## src/core/pmon_cfg.svh

```systemverilog
// event codes, masks and sizing constants for the event qualifier
`ifndef PMON_CFG_SVH
`define PMON_CFG_SVH
`define EVT_UOPS 8'hc2
`define EVT_FLUSH 8'hc3
`define EVT_BRANCH 8'hc4
`define MSK_UOP_ROM 8'h01
`define MSK_UOP_ALL 8'h10
`define MSK_FL_CODE 8'h01
`define MSK_FL_ORDER 8'h02
`define MSK_FL_FP 8'h04
`define MSK_FL_ANY 8'h08
`define MSK_BR_ALL 8'h00
`define MSK_BR_JCC 8'h7e
`define MSK_BR_FAR 8'hbf
`define MSK_BR_IND 8'heb
`define RET_LANES 4
`define CNT_W 48
`define REGION_LSB 10
`define ADDR_W 32
`define CNT_RST 48'h000000000000
`endif

```

## src/core/pmon_pkg.sv

```systemverilog
// types shared by the event qualifier files
`default_nettype none
package pmon_pkg;
  typedef enum logic [3:0] {
    SEL_NONE, SEL_UOP_ROM, SEL_UOP_ALL, SEL_FL_CODE, SEL_FL_ORDER,
    SEL_FL_FP, SEL_FL_ANY, SEL_BR_ALL, SEL_BR_JCC, SEL_BR_FAR, SEL_BR_IND
  } sel_e;
  typedef enum logic [1:0] {
    FL_IDLE, FL_DRAIN, FL_ASSIST
  } flush_state_e;
endpackage : pmon_pkg
`default_nettype wire

```

## src/core/lane_popcount.sv

```systemverilog
// counts set bits of a qualified lane vector
`timescale 1ns/1ps
`include "pmon_cfg.svh"
`default_nettype none
module lane_popcount (
  input wire logic [`RET_LANES-1:0] i_bits,
  output logic [2:0] o_count
);
  always_comb begin
    o_count = 3'h0;
    for (int k = 0; k < `RET_LANES; k++) begin
      o_count = o_count + {2'h0, i_bits[k]};
    end
  end
endmodule : lane_popcount
`default_nettype wire

```

## src/core/retire_flush_event_counter.sv

```systemverilog
// event qualifier and counter for retirement, flush and branch events
//
// Overview of operation
// RL1: code c2/01 counts retired micro-ops sourced by the microcode rom.
// RL2: code c2/10 counts every retired micro-op.
// RL3: flush mask 01 counts flushes from stores into code regions.
// RL4: flush mask 02 counts load-ordering flushes.
// RL5: flush mask 04 counts floating-point assist flushes.
// RL6: flush mask 08 counts every flush, any cause.
// RL7: any-cause count need not equal the sum of specific causes.
// RL8: code-write detection compares stores to fetch at 1K regions.
// RL9: after code-write flush, drain stores before front-end restart.
// RL10: fp result needing help flushes, then fetches an assist sequence; code fetches it only from FL_IDLE with no code-write hazard.
// RL11: snoop on completed younger load with older pending flushes.
// RL12: no ordering flush when no older load is outstanding.
// RL13: code c4/00 counts every retired branch.
// RL14: branch mask 7e counts retired conditional jumps.
// RL15: branch mask bf counts retired far branches.
// RL16: branch mask eb counts near indirect calls and jumps, no returns.
// RL17: several qualifying events in one cycle add several counts.
// RL18: undefined code and mask pairs select nothing; counter holds.
`timescale 1ns/1ps
`include "pmon_cfg.svh"
`default_nettype none
module retire_flush_event_counter (
  input wire logic i_mclk,
  input wire logic i_rst_n,
  input wire logic [7:0] i_evt_code,
  input wire logic [7:0] i_evt_mask,
  input wire logic [`RET_LANES-1:0] i_uop_valid,
  input wire logic [`RET_LANES-1:0] i_uop_from_rom,
  input wire logic [`RET_LANES-1:0] i_br_valid,
  input wire logic [`RET_LANES-1:0] i_br_cond,
  input wire logic [`RET_LANES-1:0] i_br_far,
  input wire logic [`RET_LANES-1:0] i_br_near_ind,
  input wire logic [`RET_LANES-1:0] i_br_return,
  input wire logic i_store_valid,
  input wire logic [`ADDR_W-1:0] i_store_addr,
  input wire logic i_fetch_active,
  input wire logic [`ADDR_W-1:0] i_fetch_addr,
  input wire logic i_stores_pending,
  input wire logic i_snoop_hit_done_load,
  input wire logic i_older_load_pending,
  input wire logic i_fp_needs_assist,
  input wire logic i_other_flush,
  output logic o_flush,
  output logic o_frontend_restart,
  output logic o_assist_fetch,
  output logic o_replay_from_load,
  output logic [`CNT_W-1:0] o_count
);

  //////////////////////////////////////////////////////////////////////////
  // reset release
  logic rst_meta_r;
  logic rst_sync_r;
  logic rst_n;
  always_ff @(posedge i_mclk or negedge i_rst_n) begin
    if (!i_rst_n) begin
      rst_meta_r <= 1'b0;
      rst_sync_r <= 1'b0;
    end else begin
      rst_meta_r <= 1'b1;
      rst_sync_r <= rst_meta_r;
    end
  end
  assign rst_n = rst_sync_r;

  //////////////////////////////////////////////////////////////////////////
  // event selection decode
  function automatic pmon_pkg::sel_e decode_sel(input logic [7:0] code,
                                                input logic [7:0] mask);
    decode_sel = pmon_pkg::SEL_NONE; // [RL18]
    case (code)
      `EVT_UOPS: begin
        if (mask == `MSK_UOP_ROM) decode_sel = pmon_pkg::SEL_UOP_ROM;
        if (mask == `MSK_UOP_ALL) decode_sel = pmon_pkg::SEL_UOP_ALL;
      end
      `EVT_FLUSH: begin
        if (mask == `MSK_FL_CODE) decode_sel = pmon_pkg::SEL_FL_CODE;
        if (mask == `MSK_FL_ORDER) decode_sel = pmon_pkg::SEL_FL_ORDER;
        if (mask == `MSK_FL_FP) decode_sel = pmon_pkg::SEL_FL_FP;
        if (mask == `MSK_FL_ANY) decode_sel = pmon_pkg::SEL_FL_ANY;
      end
      `EVT_BRANCH: begin
        if (mask == `MSK_BR_ALL) decode_sel = pmon_pkg::SEL_BR_ALL;
        if (mask == `MSK_BR_JCC) decode_sel = pmon_pkg::SEL_BR_JCC;
        if (mask == `MSK_BR_FAR) decode_sel = pmon_pkg::SEL_BR_FAR;
        if (mask == `MSK_BR_IND) decode_sel = pmon_pkg::SEL_BR_IND;
      end
      default: decode_sel = pmon_pkg::SEL_NONE;
    endcase
  endfunction : decode_sel

  pmon_pkg::sel_e sel;
  assign sel = decode_sel(i_evt_code, i_evt_mask);

  //////////////////////////////////////////////////////////////////////////
  // flush cause detection
  logic code_write_hazard;
  logic load_ordering_hazard;
  logic fp_hazard;
  logic any_flush;
  // same 1K region counts as a hit; false positives are accepted
  assign code_write_hazard = i_store_valid && i_fetch_active &&
    (i_store_addr[`ADDR_W-1:`REGION_LSB] ==
     i_fetch_addr[`ADDR_W-1:`REGION_LSB]); // [RL8]
  assign load_ordering_hazard = i_snoop_hit_done_load &&
    i_older_load_pending; // [RL11] [RL12]
  assign fp_hazard = i_fp_needs_assist; // [RL10]
  // other causes (interrupts, traps, faults) only feed the total
  assign any_flush = code_write_hazard || load_ordering_hazard ||
    fp_hazard || i_other_flush; // [RL6] [RL7]

  //////////////////////////////////////////////////////////////////////////
  // flush sequencing
  pmon_pkg::flush_state_e fl_state_r;
  always_ff @(posedge i_mclk or negedge rst_n) begin
    if (!rst_n) begin
      fl_state_r <= pmon_pkg::FL_IDLE;
    end else begin
      case (fl_state_r)
        pmon_pkg::FL_IDLE: begin
          if (code_write_hazard) fl_state_r <= pmon_pkg::FL_DRAIN;
          else if (fp_hazard) fl_state_r <= pmon_pkg::FL_ASSIST;
        end
        pmon_pkg::FL_DRAIN: begin
          if (!i_stores_pending) fl_state_r <= pmon_pkg::FL_IDLE; // [RL9]
        end
        pmon_pkg::FL_ASSIST: fl_state_r <= pmon_pkg::FL_IDLE; // [RL10]
        default: fl_state_r <= pmon_pkg::FL_IDLE;
      endcase
    end
  end

  always_ff @(posedge i_mclk or negedge rst_n) begin
    if (!rst_n) begin
      o_flush <= 1'b0;
      o_replay_from_load <= 1'b0;
      o_frontend_restart <= 1'b0;
      o_assist_fetch <= 1'b0;
    end else begin
      o_flush <= any_flush;
      o_replay_from_load <= load_ordering_hazard; // [RL11]
      // restart only once the store pipe is empty
      o_frontend_restart <= (fl_state_r == pmon_pkg::FL_DRAIN) &&
        !i_stores_pending; // [RL9]
      o_assist_fetch <= (fl_state_r == pmon_pkg::FL_ASSIST); // [RL10]
    end
  end

  //////////////////////////////////////////////////////////////////////////
  // lane qualification
  logic [`RET_LANES-1:0] qual;
  always_comb begin
    qual = '0;
    case (sel)
      pmon_pkg::SEL_UOP_ROM: qual = i_uop_valid & i_uop_from_rom; // [RL1]
      pmon_pkg::SEL_UOP_ALL: qual = i_uop_valid; // [RL2]
      pmon_pkg::SEL_FL_CODE: qual[0] = code_write_hazard; // [RL3]
      pmon_pkg::SEL_FL_ORDER: qual[0] = load_ordering_hazard; // [RL4]
      pmon_pkg::SEL_FL_FP: qual[0] = fp_hazard; // [RL5]
      pmon_pkg::SEL_FL_ANY: qual[0] = any_flush; // [RL6]
      pmon_pkg::SEL_BR_ALL: qual = i_br_valid; // [RL13]
      pmon_pkg::SEL_BR_JCC: qual = i_br_valid & i_br_cond; // [RL14]
      pmon_pkg::SEL_BR_FAR: qual = i_br_valid & i_br_far; // [RL15]
      pmon_pkg::SEL_BR_IND: qual = i_br_valid & i_br_near_ind &
        ~i_br_return; // [RL16]
      default: qual = '0; // [RL18]
    endcase
  end

  logic [2:0] inc;
  lane_popcount u_pop (
    .i_bits(qual),
    .o_count(inc)
  );

  //////////////////////////////////////////////////////////////////////////
  // counter
  always_ff @(posedge i_mclk or negedge rst_n) begin
    if (!rst_n) begin
      o_count <= `CNT_RST;
    end else begin
      o_count <= o_count + {{(`CNT_W-3){1'b0}}, inc}; // [RL17]
    end
  end

  //////////////////////////////////////////////////////////////////////////
  // checks
  // counts are judged one edge after the lanes that they qualify
  chk_rom_uop_count: assert property (@(posedge i_mclk) // [RL1]
    disable iff (!rst_n)
    (sel == pmon_pkg::SEL_UOP_ROM) |=> o_count == $past(o_count) +
      48'($countones($past(i_uop_valid & i_uop_from_rom))))
    else $error("rom uop count wrong");
  chk_all_uop_count: assert property (@(posedge i_mclk) // [RL2] [RL17]
    disable iff (!rst_n)
    (sel == pmon_pkg::SEL_UOP_ALL) |=> o_count == $past(o_count) +
      48'($countones($past(i_uop_valid))))
    else $error("uop count wrong");
  chk_uop_mask_decode: assert property (@(posedge i_mclk) // [RL18]
    disable iff (!rst_n)
    (i_evt_code == `EVT_UOPS && i_evt_mask != `MSK_UOP_ROM &&
     i_evt_mask != `MSK_UOP_ALL) |=> $stable(o_count))
    else $error("undefined uop mask counted");
  chk_code_flush_count: assert property (@(posedge i_mclk) // [RL3] [RL8]
    disable iff (!rst_n)
    (sel == pmon_pkg::SEL_FL_CODE && i_store_valid && i_fetch_active &&
     i_store_addr[`ADDR_W-1:`REGION_LSB] ==
     i_fetch_addr[`ADDR_W-1:`REGION_LSB])
    |=> o_count == $past(o_count) + 1)
    else $error("code write flush not counted");
  chk_code_flush_only: assert property (@(posedge i_mclk) // [RL3]
    disable iff (!rst_n)
    (sel == pmon_pkg::SEL_FL_CODE && !i_store_valid) |=> $stable(o_count))
    else $error("code write count without store");
  chk_order_flush_count: assert property (@(posedge i_mclk) // [RL4]
    disable iff (!rst_n)
    (sel == pmon_pkg::SEL_FL_ORDER) |=> o_count == $past(o_count) +
      48'($past(i_snoop_hit_done_load && i_older_load_pending)))
    else $error("ordering flush count wrong");
  chk_fp_flush_count: assert property (@(posedge i_mclk) // [RL5]
    disable iff (!rst_n)
    (sel == pmon_pkg::SEL_FL_FP) |=> o_count == $past(o_count) +
      48'($past(i_fp_needs_assist)))
    else $error("fp assist flush count wrong");
  chk_total_flush_count: assert property (@(posedge i_mclk) // [RL6] [RL7]
    disable iff (!rst_n)
    (sel == pmon_pkg::SEL_FL_ANY && (i_fp_needs_assist || i_other_flush ||
     (i_snoop_hit_done_load && i_older_load_pending)))
    |=> o_count == $past(o_count) + 1)
    else $error("any-cause flush not counted");
  chk_order_flush: assert property (@(posedge i_mclk) // [RL12]
    disable iff (!rst_n)
    (i_snoop_hit_done_load && !i_older_load_pending) |=> !o_replay_from_load)
    else $error("ordering replay without older load");
  chk_order_replay: assert property (@(posedge i_mclk) // [RL11]
    disable iff (!rst_n)
    (i_snoop_hit_done_load && i_older_load_pending) |=>
      (o_replay_from_load && o_flush))
    else $error("ordering replay missing");
  chk_any_flush: assert property (@(posedge i_mclk) // [RL6] [RL5]
    disable iff (!rst_n)
    (i_fp_needs_assist || i_other_flush) |=> o_flush)
    else $error("flush missing");
  chk_flush_cause: assert property (@(posedge i_mclk) // [RL6]
    disable iff (!rst_n)
    o_flush |-> $past(i_store_valid || i_snoop_hit_done_load ||
      i_fp_needs_assist || i_other_flush))
    else $error("flush with no cause");
  chk_drain_entry: assert property (@(posedge i_mclk) // [RL9]
    disable iff (!rst_n)
    (fl_state_r == pmon_pkg::FL_IDLE && code_write_hazard) |=>
      fl_state_r == pmon_pkg::FL_DRAIN)
    else $error("code write flush did not drain");
  chk_drain_hold: assert property (@(posedge i_mclk) // [RL9]
    disable iff (!rst_n)
    (fl_state_r == pmon_pkg::FL_DRAIN && i_stores_pending) |=>
      (!o_frontend_restart && fl_state_r == pmon_pkg::FL_DRAIN))
    else $error("front end restarted with stores pending");
  chk_drain_restart: assert property (@(posedge i_mclk) // [RL9]
    disable iff (!rst_n)
    o_frontend_restart |-> !$past(i_stores_pending))
    else $error("restart before stores drained");
  chk_fp_assist: assert property (@(posedge i_mclk) // [RL10]
    disable iff (!rst_n)
    (fl_state_r == pmon_pkg::FL_IDLE && i_fp_needs_assist &&
     !code_write_hazard) |=> ##1 o_assist_fetch)
    else $error("assist fetch missing");
  chk_assist_pulse: assert property (@(posedge i_mclk) // [RL10]
    disable iff (!rst_n)
    o_assist_fetch |=> !o_assist_fetch)
    else $error("assist fetch longer than one cycle");
  chk_branch_all: assert property (@(posedge i_mclk) // [RL13]
    disable iff (!rst_n)
    (sel == pmon_pkg::SEL_BR_ALL) |=> o_count == $past(o_count) +
      48'($countones($past(i_br_valid))))
    else $error("branch count wrong");
  chk_branch_jcc: assert property (@(posedge i_mclk) // [RL14]
    disable iff (!rst_n)
    (sel == pmon_pkg::SEL_BR_JCC) |=> o_count == $past(o_count) +
      48'($countones($past(i_br_valid & i_br_cond))))
    else $error("conditional jump count wrong");
  chk_branch_far: assert property (@(posedge i_mclk) // [RL15]
    disable iff (!rst_n)
    (sel == pmon_pkg::SEL_BR_FAR) |=> o_count == $past(o_count) +
      48'($countones($past(i_br_valid & i_br_far))))
    else $error("far branch count wrong");
  chk_branch_ind: assert property (@(posedge i_mclk) // [RL16]
    disable iff (!rst_n)
    (sel == pmon_pkg::SEL_BR_IND && (i_br_valid & i_br_near_ind &
     ~i_br_return) == '0) |=> o_count == $past(o_count))
    else $error("indirect count moved");
  chk_branch_ind_count: assert property (@(posedge i_mclk) // [RL16]
    disable iff (!rst_n)
    (sel == pmon_pkg::SEL_BR_IND) |=> o_count == $past(o_count) +
      48'($countones($past(i_br_valid & i_br_near_ind & ~i_br_return))))
    else $error("indirect branch count wrong");
  chk_none_holds: assert property (@(posedge i_mclk) // [RL18]
    disable iff (!rst_n)
    (sel == pmon_pkg::SEL_NONE) |=> $stable(o_count))
    else $error("counter moved with no event");
  chk_count_step: assert property (@(posedge i_mclk) // [RL17]
    disable iff (!rst_n)
    o_count - $past(o_count) <= 48'(`RET_LANES))
    else $error("counter stepped past lane count");

endmodule : retire_flush_event_counter
`default_nettype wire

```

## config.mk

```make
export PLATFORM = sky130hd
export DESIGN_NAME = retire_flush_event_counter
export DESIGN_NICKNAME = d
export VERILOG_FILES = /design/src/core/pmon_pkg.sv /design/src/core/lane_popcount.sv /design/src/core/retire_flush_event_counter.sv
export VERILOG_INCLUDE_DIRS = /design/src /design/src/core
export SDC_FILE = /design/constraint.sdc
export NUM_CORES = 1
export LEC_CHECK = 0
export ABC_AREA = 0
export BUFFER_PORTS_ARGS = -buffer_cell sky130_fd_sc_hd__buf_4
export CORE_ASPECT_RATIO = 0.7
export CORE_MARGIN = 1
export CORE_UTILIZATION = 25
export DETAILED_ROUTE_END_ITERATION = 10
export PLACE_DENSITY_LB_ADDON = 0.12
export REMOVE_ABC_BUFFERS = 1
export SLEW_MARGIN = 40
export SYNTH_ARGS = -nofsm -noshare
export SYNTH_HDL_FRONTEND = slang
export SYNTH_SLANG_ARGS = --single-unit
export TNS_END_PERCENT = 50
```

## constraint.sdc

```tcl
create_clock -name i_mclk -period 1.8 [get_ports i_mclk]
set_input_delay 0.36 -clock i_mclk [delete_from_list [all_inputs] [get_ports i_mclk]]
set_output_delay 0.36 -clock i_mclk [all_outputs]
set_load 0.02 [all_outputs]
```

==> key figures <==
Run status
  – Status: finished with violations
  – Failing checks: negative setup slack

Drt
  – WL/cell: 13.8 um
  – Remaining DRCs: 0
  – DR vias: 3,242
  – First-pass iteration count of the detailed router: 4
  – Antenna Nets Post-Route: 0
  – DR iter-0 viols: 65
  – Wire length after detailed routing: 10.1 mm
  – Vias per cell: 4.44

Floorplanning
  – Chip height: 98.8 um
  – Ports: 169
  – Std cell rows: 34
  – Die area: 13,900 um^2
  – Die Wd: 140 um
  – Core footprint: 12,700 um^2
  – Initial core utilization: 26.3%

Logic synthesis
  – Mapped Cells: 329
  – Count leader, synth: dfrtp_1
  – EDFF count, synth: 0
  – Synth area leaders: dfrtp_1 42%, xnor2_1 9.9%, xor2_1 8.4%, nand2_1 4.0%, nand4_1 2.8%
  – Yosys warns: 0
  – Post-synth top cells: 56 x dfrtp_1, 38 x xnor2_1, 36 x nand2_1
  – Mapped Area: 3350 um^2
  – Yosys top cell by area: dfrtp_1
  – Syn_area_per_cell: 10.2 um^2
  – Yosys top cell area share: 41.9%
  – Yosys reg bits: 56
  – Main synth FF type: dfrtp_1
  – Async S/R FF share, synth: 100%
  – Unique cell type count in the Yosys netlist: 62
  – Sequential fraction of the synthesis area: 41.9%

Place
  – Placed Cells: 714
  – DP HPWL: 8.02 mm
  – Routability-driven placement congestion ratio: 0.797
  – Dpl ws: -3220 ps
  – IO Port Bufs: 148

Setup path
  – R2R setup slack: -380 ps
  – Setup crit start: i_evt_code[3]
  – Critical-path maximum fanout: 5
  – R2R Path End: o_count[42]
  – RR Startpoint: o_count[0]
  – Critical path type: in2reg
  – Capture point of the critical path: o_count[42]
  – Crit path required time: 2030 ps
  – Worst reg-to-reg path cell count: 10
  – CP arrival: 4640 ps
  – Crit path capture type: flip-flop
  – Worst Setup Start Kind: primary input

Pwr
  – Peak supply drop: 0.427 mV
  – Cell Pwr Density: 484 nW/um^2
  – Leakage: 2.91 nW

Layout
  – Fill cells: 1,226
  – Antenna cells: 0
  – Final std cells w/o fill: 730
  – Final net count: 691
  – Core Util, Final: 45.7%
  – Synth-to-layout area growth: 73.7%
  – Storage cell area: 1400 um^2
  – Multi-input gate area: 2150 um^2
  – Share of layout cells above drive strength 1: 57.4%

Timing
  – Clock Skew: 6.87 ps
  – Period utilization: 245%
  – Final setup viols: 48
  – F_max: 0.227 GHz
  – Fin crit period: 4410 ps
  – Setup TNS: -110,420 ps
  – Final slew viol count: 0
  – RSZ-0062 raised after global routing: yes
  – Setup ws final: -2610 ps
  – Final hold viol count: 0
  – WHS: 226 ps

CTS
  – Worst-skew pair later-pin latency: 300 ps
  – CTS clk-pin slew, worst paths: 80 ps
  – CTS buffer count: 5
  – Max clock buf depth: 2
  – TritonCTS sink count: 56
  – CTS tree: done
  – H-tree levels: 2
  – CTS Root Cell: clkbuf_16

Flow run
  – Max-Cap Viols: 0

GRT
  – Vias in the first global route: 3,227
  – First-pass GRT wire length: 15.9 mm
  – GRT Overall Usage: 14.4%
  – Antenna violations before repair: 0
  – Grt ovf: 0
  – Largest net degree at the start of global routing: 55

Worst hold path
  – Hold WC Path Type: in2reg
-- worst max-delay path, cell delays in order --
cell	delay, ps
buf_6	100
nor4b_4	360
nand2_2	120
nand4b_1	240
o221a_4	170
and2b_1	180
a32o_1	200
a311o_1	380
ha_1	290
inv_2	60
fa_2	430
inv_2	70
ha_4	130
inv_2	40
fa_2	340
nor2b_2	150
nor2_2	60
nor3b_4	230
nand4_1	150
or2_4	310
nor2_4	120
xor2_1	140
-- placed cells by master (no fill, tap or decap), types with 3 or more instances in the layout --
cell type and instances:
a32o_1 3, inv_2 5, clkbuf_16 5, nand2_4 4, nor3_1 4, xnor2_2 6, a21oi_1 3, nand2_1 22
buf_6 9, nor2b_2 3, inv_1 7, nand4_1 15, nor4_1 3, xor2_1 31, nand3_1 9, and4_1 3
nor2_2 5, nor2_1 11, xnor2_1 32, nor2_4 7, nand2_2 10, nand4b_1 3, dfrtp_1 55, ha_4 3
nand3_2 5, a21boi_0 5, buf_4 225, o21ai_0 3, and3_1 10
-- metal layers --
metal	up-vias	global-route usage, %	share of wire (%)
li1	1625	-	-
met1	1538	19.8	49
met2	72	23.3	46
met3	7	3.16	4.5
met4	0	2.54	0.57
met5	-	0	0
-- cells by family after synthesis --
kind of cell               after synthesis  synth area share [%]
AOI/OAI and AO/OA                       34                  8.15
xor gates and xnor gates                70                  18.3
adders and majority gates                7                  3.07
buffers and inverters                   18                  2.77
DFF                                     56                  41.9
muxes                                    1                 0.337
other                                    1                 0.112
and+or+nand+nor                        142                  25.4
-- worst min path at each step --
stage / start / to / slack (ps) / cells past startpoint
floorplan: i_rst_n / rst_meta_r / 60 / 0
finish: i_stores_pending / o_frontend_restart / 230 / 2
CTS: i_stores_pending / o_frontend_restart / 220 / 2
global route: i_stores_pending / o_frontend_restart / 220 / 2
detailed placement: i_rst_n / rst_meta_r / 140 / 1
global placement: i_rst_n / rst_meta_r / 140 / 1
-- what timing repair did --
item,4_1_cts,5_1_grt
buffers inserted,4,3
cloned,0,0
endpoints found under the setup margin,48,48
gates resized for setup,46,43
pin swaps,29,39
endpoints found under the hold margin,2,0
hold buffers,1,0
-- metrics by stage --
step / instance area, um^2 / power (mW)
final: 5810 / 2.81
after detailed placement: 5230 / 1.66
after floorplan: 3300 / 1.39
after global routing: 5810 / 2.94
after global placement: 5230 / 1.65
after CTS: 5620 / 2.85
-- area by class of cell --
cell class | instances | share of cell area, %
Tap cell | 162 | 3.49
Multi-Input combinational cell | 255 | 37.0
Sequential cell | 56 | 24.1
Clock inverter | 2 | 0.667
Timing Repair Buffer | 237 | 31.6
Clock buffer | 6 | 2.39
Inverter | 12 | 0.775
-- power by group --
part | internal [mW] | switching, mW
combinational | 0.229 | 0.145
clock | 0.698 | 0.474
sequential | 1.26 | 0.00362
-- sequential cells by signal (all words and copies together) (netlist names) --
register	flops
o_count	48
fl_state_r	2
o_assist_fetch	1
o_flush	1
o_frontend_restart	1
o_replay_from_load	1
rst_meta_r	1
rst_n	1
Note: power is estimated with default switching activity, not from simulation.
